File: config.mk
export PLATFORM = sky130hd
export DESIGN_NAME = dmc_mem_ctrl_regs
export DESIGN_NICKNAME = d
export VERILOG_FILES = /design/src/hw/dmc_pkg.sv /design/src/hw/dmc_mem_ctrl_regs.sv /design/src/hw/dmc_gap_timer.sv /design/src/hw/dmc_dac_pulse.sv
export VERILOG_INCLUDE_DIRS = /design/src /design/src/hw
export SDC_FILE = /design/constraint.sdc
export NUM_CORES = 1
export LEC_CHECK = 0
export BUFFER_PORTS_ARGS = -buffer_cell sky130_fd_sc_hd__buf_2
export CORE_UTILIZATION = 25
export CTS_CLUSTER_DIAMETER = 60
export DETAILED_ROUTE_END_ITERATION = 10
export PLACE_DENSITY = 0.46
export SLEW_MARGIN = 20
export SYNTH_ARGS = -nofsm -noshare
export SYNTH_HDL_FRONTEND = slang
export SYNTH_SLANG_ARGS = --single-unit
File: constraint.sdc
create_clock -name sys_clk_in -period 5.62 [get_ports sys_clk_in]
set_input_delay 1.124 -clock sys_clk_in [delete_from_list [all_inputs] [get_ports sys_clk_in]]
set_output_delay 1.124 -clock sys_clk_in [all_outputs]
set_load 0.02 [all_outputs]
File: src/hw/dmc_consts.svh
// offsets, field positions, reset values and timing counts of the
// memory-control register group; assumes a 200 MHz memory clock
`ifndef DMC_CONSTS_SVH
`define DMC_CONSTS_SVH

// indexed host port
`define DMC_IO_INDEX_ADDR     16'h03c4
`define DMC_IO_DATA_ADDR      16'h03c5
`define DMC_IDX_MEM_CTRL      8'h60
`define DMC_IDX_BANK_HIGH     8'h61
`define DMC_IDX_TYPE_TIMING   8'h62

// reset values
`define DMC_MEM_CTRL_RST      8'h00
`define DMC_BANK_HIGH_RST     8'h00
`define DMC_INDEX_RST         8'h00

// memory_control fields
`define DMC_MC_REFRESH_POLICY 0
`define DMC_MC_REFRESH_DIS    1
`define DMC_MC_FIFO_THRESH    3
`define DMC_MC_BURST_DIS      4
`define DMC_MC_DAC_WIDTH      5
`define DMC_MC_WRITE_MASK     8'h3b

// memory_type_timing fields
`define DMC_MT_REFRESH_CMD    0
`define DMC_MT_ACT_PRE        1
`define DMC_MT_EXT_DIS        2
`define DMC_MT_COL_LO         4
`define DMC_MT_COL_HI         5
`define DMC_MT_BUS_WIDTH      6
`define DMC_MT_CLK_RATIO      7

// dac command pulse, in memory clocks
`define DMC_DAC_HIGH_SHORT    5'd4
`define DMC_DAC_LOW_SHORT     5'd12
`define DMC_DAC_HIGH_LONG     5'd8
`define DMC_DAC_LOW_LONG      5'd24

// sdram timings, in memory clocks
`define DMC_ACT_PRE_SLOW      5'd7
`define DMC_ACT_PRE_FAST      5'd6
`define DMC_REF_CMD_SLOW      5'd10
`define DMC_REF_CMD_FAST      5'd9

// column address bit counts
`define DMC_COL_BITS_8        4'd8
`define DMC_COL_BITS_9        4'd9
`define DMC_COL_BITS_10       4'd10

// fetch fifo refill levels (empty entries)
`define DMC_FIFO_LVL_LOW      4'd2
`define DMC_FIFO_LVL_HIGH     4'd4

// normal refresh interval
`define DMC_CLK_PERIOD_NS     5
`define DMC_REFRESH_NS        15600
`define DMC_REFRESH_CYC       (`DMC_REFRESH_NS / `DMC_CLK_PERIOD_NS)
`define DMC_REFRESH_LAST      12'(`DMC_REFRESH_CYC - 1)

`endif

File: src/hw/dmc_pkg.sv
// types shared by the memory-control register group
// assumes dmc_consts.svh is compiled alongside
package dmc_pkg;

    typedef enum logic [1:0] {
        DMC_DAC_IDLE = 2'b00,
        DMC_DAC_HIGH = 2'b01,
        DMC_DAC_LOW  = 2'b10
    } dmc_dac_state_e;

    typedef logic [4:0] dmc_count_t;

endpackage : dmc_pkg

File: src/hw/dmc_mem_ctrl_regs.sv
// memory-control register group of the display controller and the
// controls it steers; assumes the sequencer index/data host port,
// a 200 MHz memory clock on sys_clk_in and synchronous inputs
//
// Behaviour
// - dac command 4 high 12 low, or 8 high 24 low when width bit set.
// - burst writes from legacy path unless burst disable bit is set.
// - eight-entry fetch fifo refills at two, or four, empty entries.
// - refresh requests made unless refresh disable bit is set.
// - policy bit set forces exactly one refresh per scan line.
// - banked mode address is bank-high bits 5..0 above host bits 15..0.
// - type and timing register loaded from eight data-bus straps on the first clock after reset.
// - internal logic runs at half memory clock, or full when bit set.
// - memory data bus is 32 bits, or 64 bits when bit set.
// - column bits: 10 for 0x, 8 for 10, 9 for 11.
// - external memory used unless external disable bit is set.
// - activate to precharge at least 7 clocks, or 6 when bit set.
// - refresh to next command waits 10 clocks, or 9 when bit set.
// - registers reached through data port 3C5h by index value.
// - memory control register clears to zero on reset.
`timescale 1ns/1ps
`include "dmc_consts.svh"
module dmc_mem_ctrl_regs
    import dmc_pkg::*;
(
    input  wire logic        sys_clk_in,
    input  wire logic        arst_n_in,
    // host i/o port
    input  wire logic [15:0] io_addr_in,
    input  wire logic        io_wr_in,
    input  wire logic        io_rd_in,
    input  wire logic [7:0]  io_wdata_in,
    output logic      [7:0]  io_rdata_out,
    // straps on the memory data bus
    input  wire logic [7:0]  mem_data_straps_in,
    // palette dac command
    input  wire logic        dac_cmd_req_in,
    output logic             dac_cmd_out,
    output logic             dac_busy_out,
    // fetch fifo
    input  wire logic [3:0]  fifo_empty_count_in,
    output logic             fifo_refill_req_out,
    // refresh
    input  wire logic        line_start_in,
    output logic             refresh_req_out,
    // host addressing
    input  wire logic        linear_addressing_ctrl_in,
    input  wire logic [21:0] host_addr_in,
    output logic      [21:0] mem_addr_out,
    // sdram sequencing
    input  wire logic        activate_in,
    input  wire logic        refresh_issued_in,
    output logic             precharge_ok_out,
    output logic             cmd_after_refresh_ok_out,
    // configuration to the memory path
    output logic             burst_write_en_out,
    output logic             int_clk_en_out,
    output logic             bus_64_out,
    output logic      [3:0]  col_bits_out,
    output logic             ext_mem_en_out
);

    logic [7:0]  index_ff;
    logic [7:0]  mem_control_ff;
    logic [7:0]  bank_address_high_ff;
    logic [7:0]  memory_type_timing_ff;
    logic        strap_done_ff;
    logic        half_phase_ff;
    logic [11:0] refresh_cnt_ff;

    // host port decode
    wire sel_index_w = (io_addr_in == `DMC_IO_INDEX_ADDR);
    wire sel_data_w  = (io_addr_in == `DMC_IO_DATA_ADDR);
    wire wr_index_w  = io_wr_in && sel_index_w;
    wire wr_data_w   = io_wr_in && sel_data_w;
    wire hit_ctrl_w  = (index_ff == `DMC_IDX_MEM_CTRL);
    wire hit_bank_w  = (index_ff == `DMC_IDX_BANK_HIGH);
    wire hit_type_w  = (index_ff == `DMC_IDX_TYPE_TIMING);

    // register fields
    wire refresh_policy_w  = mem_control_ff[`DMC_MC_REFRESH_POLICY];
    wire refresh_dis_w     = mem_control_ff[`DMC_MC_REFRESH_DIS];
    wire fifo_thresh_w     = mem_control_ff[`DMC_MC_FIFO_THRESH];
    wire burst_dis_w       = mem_control_ff[`DMC_MC_BURST_DIS];
    wire dac_width_w       = mem_control_ff[`DMC_MC_DAC_WIDTH];
    wire ref_cmd_fast_w    = memory_type_timing_ff[`DMC_MT_REFRESH_CMD];
    wire act_pre_fast_w    = memory_type_timing_ff[`DMC_MT_ACT_PRE];
    wire ext_dis_w         = memory_type_timing_ff[`DMC_MT_EXT_DIS];
    wire col_hi_w          = memory_type_timing_ff[`DMC_MT_COL_HI];
    wire col_lo_w          = memory_type_timing_ff[`DMC_MT_COL_LO];
    wire bus_width_w       = memory_type_timing_ff[`DMC_MT_BUS_WIDTH];
    wire clk_ratio_w       = memory_type_timing_ff[`DMC_MT_CLK_RATIO];

    // reserved bits 7:6 and 2 of memory_control read back as zero
    wire [7:0] nxt_mem_control = io_wdata_in & `DMC_MC_WRITE_MASK;

    wire [7:0] rd_reg_w = hit_ctrl_w ? mem_control_ff
                        : hit_bank_w ? bank_address_high_ff
                        : hit_type_w ? memory_type_timing_ff
                        : 8'h00;
    wire [7:0] nxt_rdata = sel_index_w ? index_ff
                         : sel_data_w  ? rd_reg_w
                         : 8'h00;

    function automatic dmc_count_t pick_len(input logic sel,
                                            input dmc_count_t len0,
                                            input dmc_count_t len1);
        pick_len = sel ? len1 : len0;
    endfunction : pick_len

    wire dmc_count_t dac_high_w = pick_len(dac_width_w,
        `DMC_DAC_HIGH_SHORT, `DMC_DAC_HIGH_LONG);
    wire dmc_count_t dac_low_w = pick_len(dac_width_w,
        `DMC_DAC_LOW_SHORT, `DMC_DAC_LOW_LONG);
    wire dmc_count_t act_pre_w = pick_len(act_pre_fast_w,
        `DMC_ACT_PRE_SLOW, `DMC_ACT_PRE_FAST);
    wire dmc_count_t ref_cmd_w = pick_len(ref_cmd_fast_w,
        `DMC_REF_CMD_SLOW, `DMC_REF_CMD_FAST);

    wire [3:0] refill_lvl_w = fifo_thresh_w ? `DMC_FIFO_LVL_HIGH
                                            : `DMC_FIFO_LVL_LOW;
    wire       nxt_refill   = (fifo_empty_count_in >= refill_lvl_w);

    wire [3:0] nxt_col_bits = !col_hi_w ? `DMC_COL_BITS_10
                            : col_lo_w  ? `DMC_COL_BITS_9
                            : `DMC_COL_BITS_8;

    // banked window is 64K; only the low six bank bits fit a 22-bit space
    wire [21:0] nxt_mem_addr = linear_addressing_ctrl_in ? host_addr_in
        : {bank_address_high_ff[5:0], host_addr_in[15:0]};

    // refresh scheduling: periodic, or one per scan line
    wire refresh_wrap_w = (refresh_cnt_ff == `DMC_REFRESH_LAST);
    wire [11:0] nxt_refresh_cnt = (refresh_dis_w || refresh_wrap_w)
                                ? 12'h000 : refresh_cnt_ff + 12'h001;
    wire nxt_refresh_req = !refresh_dis_w && (refresh_policy_w
                         ? line_start_in : refresh_wrap_w);

    // a new request during the recovery phase is dropped, not queued
    dmc_dac_pulse u_dac_pulse
    (
        .sys_clk_in  (sys_clk_in),
        .arst_n_in   (arst_n_in),
        .req_in      (dac_cmd_req_in),
        .high_len_in (dac_high_w),
        .low_len_in  (dac_low_w),
        .cmd_out     (dac_cmd_out),
        .busy_out    (dac_busy_out)
    );

    dmc_gap_timer u_act_pre
    (
        .sys_clk_in (sys_clk_in),
        .arst_n_in  (arst_n_in),
        .start_in   (activate_in),
        .len_in     (act_pre_w),
        .ready_out  (precharge_ok_out)
    );

    dmc_gap_timer u_ref_cmd
    (
        .sys_clk_in (sys_clk_in),
        .arst_n_in  (arst_n_in),
        .start_in   (refresh_issued_in),
        .len_in     (ref_cmd_w),
        .ready_out  (cmd_after_refresh_ok_out)
    );

    // index persists between data-port accesses
    always_ff @(posedge sys_clk_in or negedge arst_n_in)
    begin
        if (!arst_n_in)
        begin
            index_ff <= `DMC_INDEX_RST;
        end
        else if (wr_index_w)
        begin
            index_ff <= io_wdata_in;
        end
    end

    // reserved bits are masked on the way in, so they read back as zero
    always_ff @(posedge sys_clk_in or negedge arst_n_in)
    begin
        if (!arst_n_in)
        begin
            mem_control_ff <= `DMC_MEM_CTRL_RST;
        end
        else if (wr_data_w && hit_ctrl_w)
        begin
            mem_control_ff <= nxt_mem_control;
        end
    end

    // bank bits above the 64K host window
    always_ff @(posedge sys_clk_in or negedge arst_n_in)
    begin
        if (!arst_n_in)
        begin
            bank_address_high_ff <= `DMC_BANK_HIGH_RST;
        end
        else if (wr_data_w && hit_bank_w)
        begin
            bank_address_high_ff <= io_wdata_in;
        end
    end

    // read data holds between reads
    always_ff @(posedge sys_clk_in or negedge arst_n_in)
    begin
        if (!arst_n_in)
        begin
            io_rdata_out <= 8'h00;
        end
        else if (io_rd_in)
        begin
            io_rdata_out <= nxt_rdata;
        end
    end

    // straps cannot be taken under the asynchronous reset itself, so
    // they are sampled on the first edge after release
    always_ff @(posedge sys_clk_in or negedge arst_n_in)
    begin
        if (!arst_n_in)
        begin
            strap_done_ff         <= 1'b0;
            memory_type_timing_ff <= 8'h00;
        end
        else
        begin
            strap_done_ff <= 1'b1;
            if (!strap_done_ff)
                memory_type_timing_ff <= mem_data_straps_in;
            else if (wr_data_w && hit_type_w)
                memory_type_timing_ff <= io_wdata_in;
        end
    end

    // internal clock enable: every cycle, or every other one at half rate
    always_ff @(posedge sys_clk_in or negedge arst_n_in)
    begin
        if (!arst_n_in)
        begin
            half_phase_ff  <= 1'b0;
            int_clk_en_out <= 1'b0;
        end
        else
        begin
            half_phase_ff  <= !half_phase_ff;
            int_clk_en_out <= clk_ratio_w || half_phase_ff;
        end
    end

    // refresh counter is held at zero while requests are disabled
    always_ff @(posedge sys_clk_in or negedge arst_n_in)
    begin
        if (!arst_n_in)
        begin
            refresh_cnt_ff  <= 12'h000;
            refresh_req_out <= 1'b0;
        end
        else
        begin
            refresh_cnt_ff  <= nxt_refresh_cnt;
            refresh_req_out <= nxt_refresh_req;
        end
    end

    // fetch refill request and memory address
    always_ff @(posedge sys_clk_in or negedge arst_n_in)
    begin
        if (!arst_n_in)
        begin
            fifo_refill_req_out <= 1'b0;
            mem_addr_out        <= 22'h000000;
        end
        else
        begin
            fifo_refill_req_out <= nxt_refill;
            mem_addr_out        <= nxt_mem_addr;
        end
    end

    // memory path configuration follows the registers one clock later
    always_ff @(posedge sys_clk_in or negedge arst_n_in)
    begin
        if (!arst_n_in)
        begin
            burst_write_en_out <= 1'b0;
            bus_64_out         <= 1'b0;
            col_bits_out       <= 4'h0;
            ext_mem_en_out     <= 1'b0;
        end
        else
        begin
            burst_write_en_out <= !burst_dis_w;
            bus_64_out         <= bus_width_w;
            col_bits_out       <= nxt_col_bits;
            ext_mem_en_out     <= strap_done_ff && !ext_dis_w;
        end
    end

endmodule : dmc_mem_ctrl_regs

File: src/hw/dmc_gap_timer.sv
// minimum-gap timer: after start, ready stays low for len clocks
// assumes len is at least 1 and stable while counting
`timescale 1ns/1ps
module dmc_gap_timer
    import dmc_pkg::*;
(
    input  wire logic       sys_clk_in,
    input  wire logic       arst_n_in,
    input  wire logic       start_in,
    input  wire dmc_count_t len_in,
    output logic            ready_out
);

    dmc_count_t cnt_ff;
    dmc_count_t nxt_cnt;
    logic       ready_ff;

    assign nxt_cnt = start_in ? len_in
                   : (cnt_ff != 5'h00) ? cnt_ff - 5'h01 : cnt_ff;
    assign ready_out = ready_ff;

    always_ff @(posedge sys_clk_in or negedge arst_n_in)
    begin
        if (!arst_n_in)
        begin
            cnt_ff   <= 5'h00;
            ready_ff <= 1'b1;
        end
        else
        begin
            cnt_ff   <= nxt_cnt;
            ready_ff <= (nxt_cnt == 5'h00);
        end
    end

endmodule : dmc_gap_timer

File: src/hw/dmc_dac_pulse.sv
// palette dac read/write command pulse: high phase then low recovery
// requests arriving while busy are ignored; only the idle state accepts one
`timescale 1ns/1ps
module dmc_dac_pulse
    import dmc_pkg::*;
(
    input  wire logic       sys_clk_in,
    input  wire logic       arst_n_in,
    input  wire logic       req_in,
    input  wire dmc_count_t high_len_in,
    input  wire dmc_count_t low_len_in,
    output logic            cmd_out,
    output logic            busy_out
);

    dmc_dac_state_e state_ff;
    dmc_dac_state_e nxt_state;
    dmc_count_t     cnt_ff;
    dmc_count_t     nxt_cnt;
    logic           last_w;

    assign last_w = (cnt_ff == 5'h01);

    always_comb
    begin
        nxt_state = state_ff;
        nxt_cnt   = (cnt_ff != 5'h00) ? cnt_ff - 5'h01 : cnt_ff;
        unique case (state_ff)
            DMC_DAC_IDLE:
            begin
                if (req_in)
                begin
                    nxt_state = DMC_DAC_HIGH;
                    nxt_cnt   = high_len_in;
                end
            end
            DMC_DAC_HIGH:
            begin
                if (last_w)
                begin
                    nxt_state = DMC_DAC_LOW;
                    nxt_cnt   = low_len_in;
                end
            end
            DMC_DAC_LOW:
            begin
                if (last_w)
                begin
                    nxt_state = DMC_DAC_IDLE;
                end
            end
            default:
            begin
                nxt_state = DMC_DAC_IDLE;
            end
        endcase
    end

    always_ff @(posedge sys_clk_in or negedge arst_n_in)
    begin
        if (!arst_n_in)
        begin
            state_ff <= DMC_DAC_IDLE;
            cnt_ff   <= 5'h00;
            cmd_out  <= 1'b0;
            busy_out <= 1'b0;
        end
        else
        begin
            state_ff <= nxt_state;
            cnt_ff   <= nxt_cnt;
            cmd_out  <= (nxt_state == DMC_DAC_HIGH);
            busy_out <= (nxt_state != DMC_DAC_IDLE);
        end
    end

endmodule : dmc_dac_pulse

==> results of run 1 <==
-- per-layer routing --
metal | share of wire [%] | track usage (%) | vias to the layer above
met1 | 47 | 18.1 | 1695
met5 | 0 | 0 | -
met2 | 45 | 19.9 | 96
met3 | 6.3 | 2.87 | 14
met4 | 1.7 | 5.13 | 0
li1 | - | - | 1657
-- state kept, by name, summed over array words and instances (netlist names), 2 cells and up --
| name | cells |
|---|---|
| u_act_pre.cnt_ff | 5 |
| u_ref_cmd.cnt_ff | 5 |
| u_dac_pulse.cnt_ff | 5 |
| memory_type_timing_ff | 8 |
| col_bits_out | 3 |
| index_ff | 8 |
| bank_address_high_ff | 8 |
| mem_control_ff | 5 |
| mem_addr_out | 22 |
| u_dac_pulse.state_ff | 2 |
| refresh_cnt_ff | 12 |
| io_rdata_out | 8 |
-- cells by family after synthesis --
family          after synthesis
simple gates                152
other cells                   2
buf+inv                      44
flops                       102
mux                          29
xor+xnor                     19
compound gates               57
fa+ha+maj                     8
-- final cells by class --
type | instances | area (um2)
fill | 1898 | 12400
timing repair buffer | 112 | 574
multi-input combinational | 267 | 1850
clock buffer | 9 | 225
tap | 229 | 287
clock inverter | 6 | 47.5
sequential | 102 | 2550
inverter | 20 | 75.1
-- through the flow --
stage | hold slack [ps] | cells | total power [uW] | worst slack (ps) | instance area [um2]
final | 408 | 745 | 1730 | 2450 | 5620
after CTS | 409 | 745 | 1770 | 2480 | 5610
after global routing | 416 | 745 | 1840 | 2340 | 5620
after floorplan | 369 | 413 | 1050 | 2420 | 4600
after global placement | 397 | 730 | 1150 | 2160 | 5340
after detailed placement | 398 | 730 | 1160 | 2100 | 5340
-- cells in the final DEF, fill, tap and decap left out, types with 9 or more instances in the layout --
master / count
clkbuf_16: 9
nor2_1: 44
dfrtp_1: 100
o21ai_0: 14
nand2_1: 20
nor4_1: 10
buf_2: 108
a31oi_1: 16
nand3_1: 14
xnor2_1: 13
mux2_2: 15
inv_1: 20
-- worst paths after layout --
path | endpoint | slack [ps]
setup / recovery | bank_address_high_ff[2]$_DFFE_PN0P_ | 2450
hold / removal | half_phase_ff$_DFF_PN0_ | 410
setup reg to reg | u_act_pre.ready_out$_DFF_PN1_ | 3270
hold reg to reg | half_phase_ff$_DFF_PN0_ | 410
max in group asynchronous | u_act_pre.ready_out$_DFF_PN1_ | 3920
min in group asynchronous | col_bits_out[1]$_DFF_PN0_ | 800
-- cell usage after synthesis (all sizes together), types with 6 or more instances --
master,n
nor3,8
clkbuf,17
nand2,20
xnor2,13
o21ai,14
nand3,14
xor2,6
dfrtp,100
nor2,44
ha,8
a31oi,16
buf,7
nor4,11
or4,10
inv,20
mux2,23
and2,6
mux2i,6
-- power groups by stage --
stage / Sequential, uW / Combinational [uW] / Clock (uW)
floorplan: 874 / 175 / 0
finish: 852 / 291 / 591
detailed placement: 866 / 292 / 0
global route: 862 / 332 / 649
global placement: 865 / 285 / 0
CTS: 852 / 295 / 618
==> impl_metrics.json, run 1 <==
{
  "min_from": "half_phase_ff$_DFF_PN0_",
  "p_leak_uw": 0.00254,
  "fin_crit_ps": 3170,
  "vias": 3462,
  "layout.nets": 587,
  "cp.depth": 5,
  "syn_nets": 488,
  "cp_cell_sequence": "buf_2, or4_4, nor4_2, and4_1, mux2_2",
  "status": "finished clean",
  "viasPerCell": 4.65,
  "internal_power_uw": 1230,
  "insertedDiodeCount": 0,
  "hold_path.class": "register to register",
  "async_flop_share_pct": 100,
  "synth_area_per_cell_um2": 11.1,
  "slowest_stage": "nor4_2",
  "final_max_slew_viol_count": 0,
  "critPathLaunch": "io_addr_in[13]",
  "hold_path_depth": 1,
  "cts_tree": "built",
  "final_antenna_net_count": 0,
  "dpl.hpwl_mm": 8.66,
  "synth.top_cell.area_share_pct": 54.4,
  "synthesis.area_mm2": 0.00460,
  "crit_path_end_kind": "register",
  "ir_worst_vdd_mv": 0.153,
  "max_slew_margin_pct": 30.2,
  "critical-path-top-delay-family": "simple AND/OR/NAND/NOR gates",
  "required_ps": 5850,
  "cts_max_level": 3,
  "numPortBuffers": 109,
  "synth_top_family_by_area": "simple AND/OR/NAND/NOR gates",
  "p_switching_uw": 505,
  "grt_usage_pct": 13.1,
  "place.gp.congestion": 0.771,
  "arrival_ps": 3410,
  "max_stage_delay_ps": 730,
  "cts-resized-gates": 0,
  "reg2regPathDepth": 6,
  "p_per_area_mw_per_mm2": 309,
  "die_w_um": 138,
  "cts.path.max_buffers": 2,
  "io_pins": 111,
  "drc_errors": 0,
  "path_max_fanout": 10,
  "clkPwrFrac_pct": 34.1,
  "synth-compound-area-share_pct": 8.27,
  "final-hold-violation-count": 0,
  "cts_buffers": 9,
  "critPathBufInv": 1,
  "muxShareOfSynthArea_pct": 7.59,
  "cap_violations": 0,
  "rsz0062_at_grt": "false",
  "pwr-share-comb_pct": 16.8,
  "first_pass_iters": 4,
  "coreArea_mm2": 0.0180,
  "synthXorXnorAreaFrac_pct": 3.62,
  "startpoint_type": "primary input",
  "finalSetupViolCount": 0,
  "num_rows": 49,
  "p_sw_share_pct": 29.1,
  "clockRootBuffer": "clkbuf_16",
  "clock_sinks": 102,
  "finalSetupTns_ps": 0,
  "cts_hold_buf": 0,
  "initial_core_util_pct": 25.5,
  "yosys-top-cells-area": "dfrtp_1 (54%), mux2_2 (3.7%), nor2_1 (3.6%)",
  "clk_pin_slew_ps": 70,
  "min_period_over_period_pct": 56.5,
  "die_y_um": 138,
  "grt_pass1_wl_mm": 18.4,
  "synthAdderAreaFrac_pct": 2.18,
  "yosys.area_share.simple_pct": 18.5,
  "routed_wl_mm": 11.8,
  "overflow": 0,
  "cts_setup_buffers": 0,
  "wl_per_cell_um": 15.8,
  "grt_antenna_before_repair": 0,
  "synth.distinct_cells": 52,
  "seq_area_frac_synth_pct": 55.5,
  "syn_inst": 413,
  "synth_edf_count": 0,
  "synth-seq-cells": 102,
  "path_class": "primary input to register",
  "skew_ps": 7.84,
  "synth_area_leader_cell": "dfrtp_1",
  "grt_pass1_vias": 3383,
  "worstMarginPinSlew_ps": 1050,
  "grt_start_max_net_pins": 77,
  "insertion_delay_ps": 340,
  "first_iter_violations": 187,
  "fmax_mhz": 315,
  "dieArea_mm2": 0.0189,
  "yosysWarnings": 0,
  "rr_startpoint": "u_act_pre.cnt_ff[0]$_DFF_PN0_",
  "seqPwrFrac_pct": 49.1,
  "utilization_pct": 31.2,
  "final_layout_size_suffix_gt1_share_pct": 31.4,
  "synth_ff_type": "dfrtp_1",
  "syn2layout_area_growth_pct": 22.1
}
No activity file was read; power rests on OpenSTA's default activity.
==> run 2, diff against run 1 <==
Settings changed: PLACE_DENSITY 0.46 to 0.48.
Clock period 5.62 ns to 2.61 ns, I/O delays scaled along.
==> impl_metrics.json, run 2 (same netlist as run 1, synthesis figures left out) <==
{
  "crit_path_end_kind": "register",
  "final-hold-violation-count": 0,
  "syn2layout_area_growth_pct": 24.3,
  "startpoint_type": "primary input",
  "insertedDiodeCount": 0,
  "cts_buffers": 9,
  "dpl.hpwl_mm": 8.61,
  "utilization_pct": 31.7,
  "grt_antenna_before_repair": 0,
  "grt_start_max_net_pins": 63,
  "skew_ps": 9.97,
  "final_common_cell": "buf_2",
  "rsz0062_at_grt": "false",
  "wl_per_cell_um": 15.2,
  "numPortBuffers": 109,
  "status": "finished clean",
  "grt_usage_pct": 12.9,
  "die_y_um": 138,
  "clock_sinks": 102,
  "max_stage_delay_ps": 530,
  "grt_pass1_vias": 3436,
  "path_max_fanout": 16,
  "cts_max_level": 3,
  "finalSetupViolCount": 0,
  "insertion_delay_ps": 350,
  "arrival_ps": 2540,
  "place.gp.congestion": 0.798,
  "required_ps": 2890,
  "hold_path.class": "primary input to async pin",
  "first_iter_violations": 207,
  "dieArea_mm2": 0.0189,
  "cts_tree": "built",
  "max_slew_margin_pct": 62.9,
  "fin_crit_ps": 2270,
  "p_per_area_mw_per_mm2": 658,
  "num_rows": 49,
  "overflow": 0,
  "drc_errors": 0,
  "io_pins": 111,
  "final_antenna_net_count": 0,
  "die_w_um": 138,
  "fmax_mhz": 441,
  "cts.path.max_buffers": 2,
  "path_class": "primary input to register",
  "p_leak_uw": 0.00261,
  "slowest_stage": "or4_4",
  "largest_register_ffs": 22,
  "nFillCells": 1898,
  "vias": 3481,
  "multi_input_area_mm2": 0.00185,
  "final_layout_size_suffix_gt1_share_pct": 32.8,
  "cp_cell_sequence": "buf_2, or4_4, or4_4, buf_4, or4_1, a31oi_1",
  "clockRootBuffer": "clkbuf_16",
  "min_period_over_period_pct": 86.8,
  "stdcell_area_mm2": 0.00572,
  "top_register": "mem_addr_out",
  "layout.nets": 598,
  "cp_common_cell": "or4_4",
  "cts_setup_buffers": 0,
  "reg2reg_slack_ps": 630,
  "cts-resized-gates": 0,
  "final_cell_mix": "buf_2 (108), dfrtp_1 (100), nor2_1 (44)",
  "register_area_mm2": 0.00255,
  "worstMarginPinSlew_ps": 557,
  "initial_core_util_pct": 25.5,
  "grt_pass1_wl_mm": 18.4,
  "first_pass_iters": 4,
  "final_max_slew_viol_count": 0,
  "cap_violations": 0,
  "reg_top3": "mem_addr_out x22, refresh_cnt_ff x12",
  "viasPerCell": 4.60,
  "place_area_mm2": 0.00544,
  "routed_wl_mm": 11.5,
  "coreArea_mm2": 0.0180,
  "ir_worst_vdd_mv": 0.263,
  "clk_pin_slew_ps": 70,
  "cts_hold_buf": 0
}
[run 2: changes by cell type in the layout (fill, tap and decap cells not counted), sizes merged]
cell | previous run | this run
clkbuf | 9 | 11
clkinvlp | 3 | 2
buf | 112 | 123
[run 2: report_power, final]
part / total [uW] / switching [uW] / internal [uW]
combinational: 632 / 343 / 288
clock: 1300 / 613 / 682
sequential: 1840 / 121 / 1720
total: 3760 / 1080 / 2690
[run 2: through the flow]
| step | setup TNS, ps | power (uW) | setup WS [ps] | cells | hold WS [ps] |
|---|---|---|---|---|---|
| floorplan | 0 | 2260 | 11.8 | 413 | 226 |
| global placement | 0 | 2480 | 10.3 | 741 | 398 |
| detailed placement | -82.2 | 2500 | -16.6 | 741 | 404 |
| CTS | 0 | 3830 | 356 | 757 | 177 |
| global route | 0 | 3990 | 272 | 757 | 192 |
| finish | 0 | 3760 | 345 | 757 | 159 |
[run 2: cell type report]
cell class / instances / area share [%]
well taps: 229 / 5.01
flip-flops and latches: 102 / 44.7
clock inverters: 5 / 0.722
multi-input cells: 267 / 32.4
clock buffers: 11 / 4.24
inverters: 20 / 1.31
repair buffers: 123 / 11.6
[run 2: layer usage]
metal	vias to the layer above	track usage (%)	routed length (um)
met2	93	19.5	5110
met1	1697	18.0	5660
met4	0	5.68	194
met5	-	0	0
li1	1681	-	-
met3	10	2.17	525
[run 2: final timing paths]
path | startpoint | to | depth (start not counted)
worst max-delay path | io_addr_in[13] | memory_type_timing_ff[4]$_DFFE_PN0P_ | 6
max in group asynchronous | arst_n_in | u_act_pre.ready_out$_DFF_PN1_ | 2
min in group sys_clk_in | host_addr_in[2] | mem_addr_out[2]$_DFF_PN0_ | 1
worst max register to register | index_ff[4]$_DFFE_PN0P_ | bank_address_high_ff[6]$_DFFE_PN0P_ | 6
worst min register to register | half_phase_ff$_DFF_PN0_ | half_phase_ff$_DFF_PN0_ | 1
worst min-delay path | arst_n_in | memory_type_timing_ff[6]$_DFFE_PN0P_ | 1
[run 2: worst max-delay path, delay by kind of cell]
family,cells,cell delay (ps)
AND/OR/NAND/NOR,3,1560
buffers and inverters,2,280
AO/OA/AOI/OAI,1,170
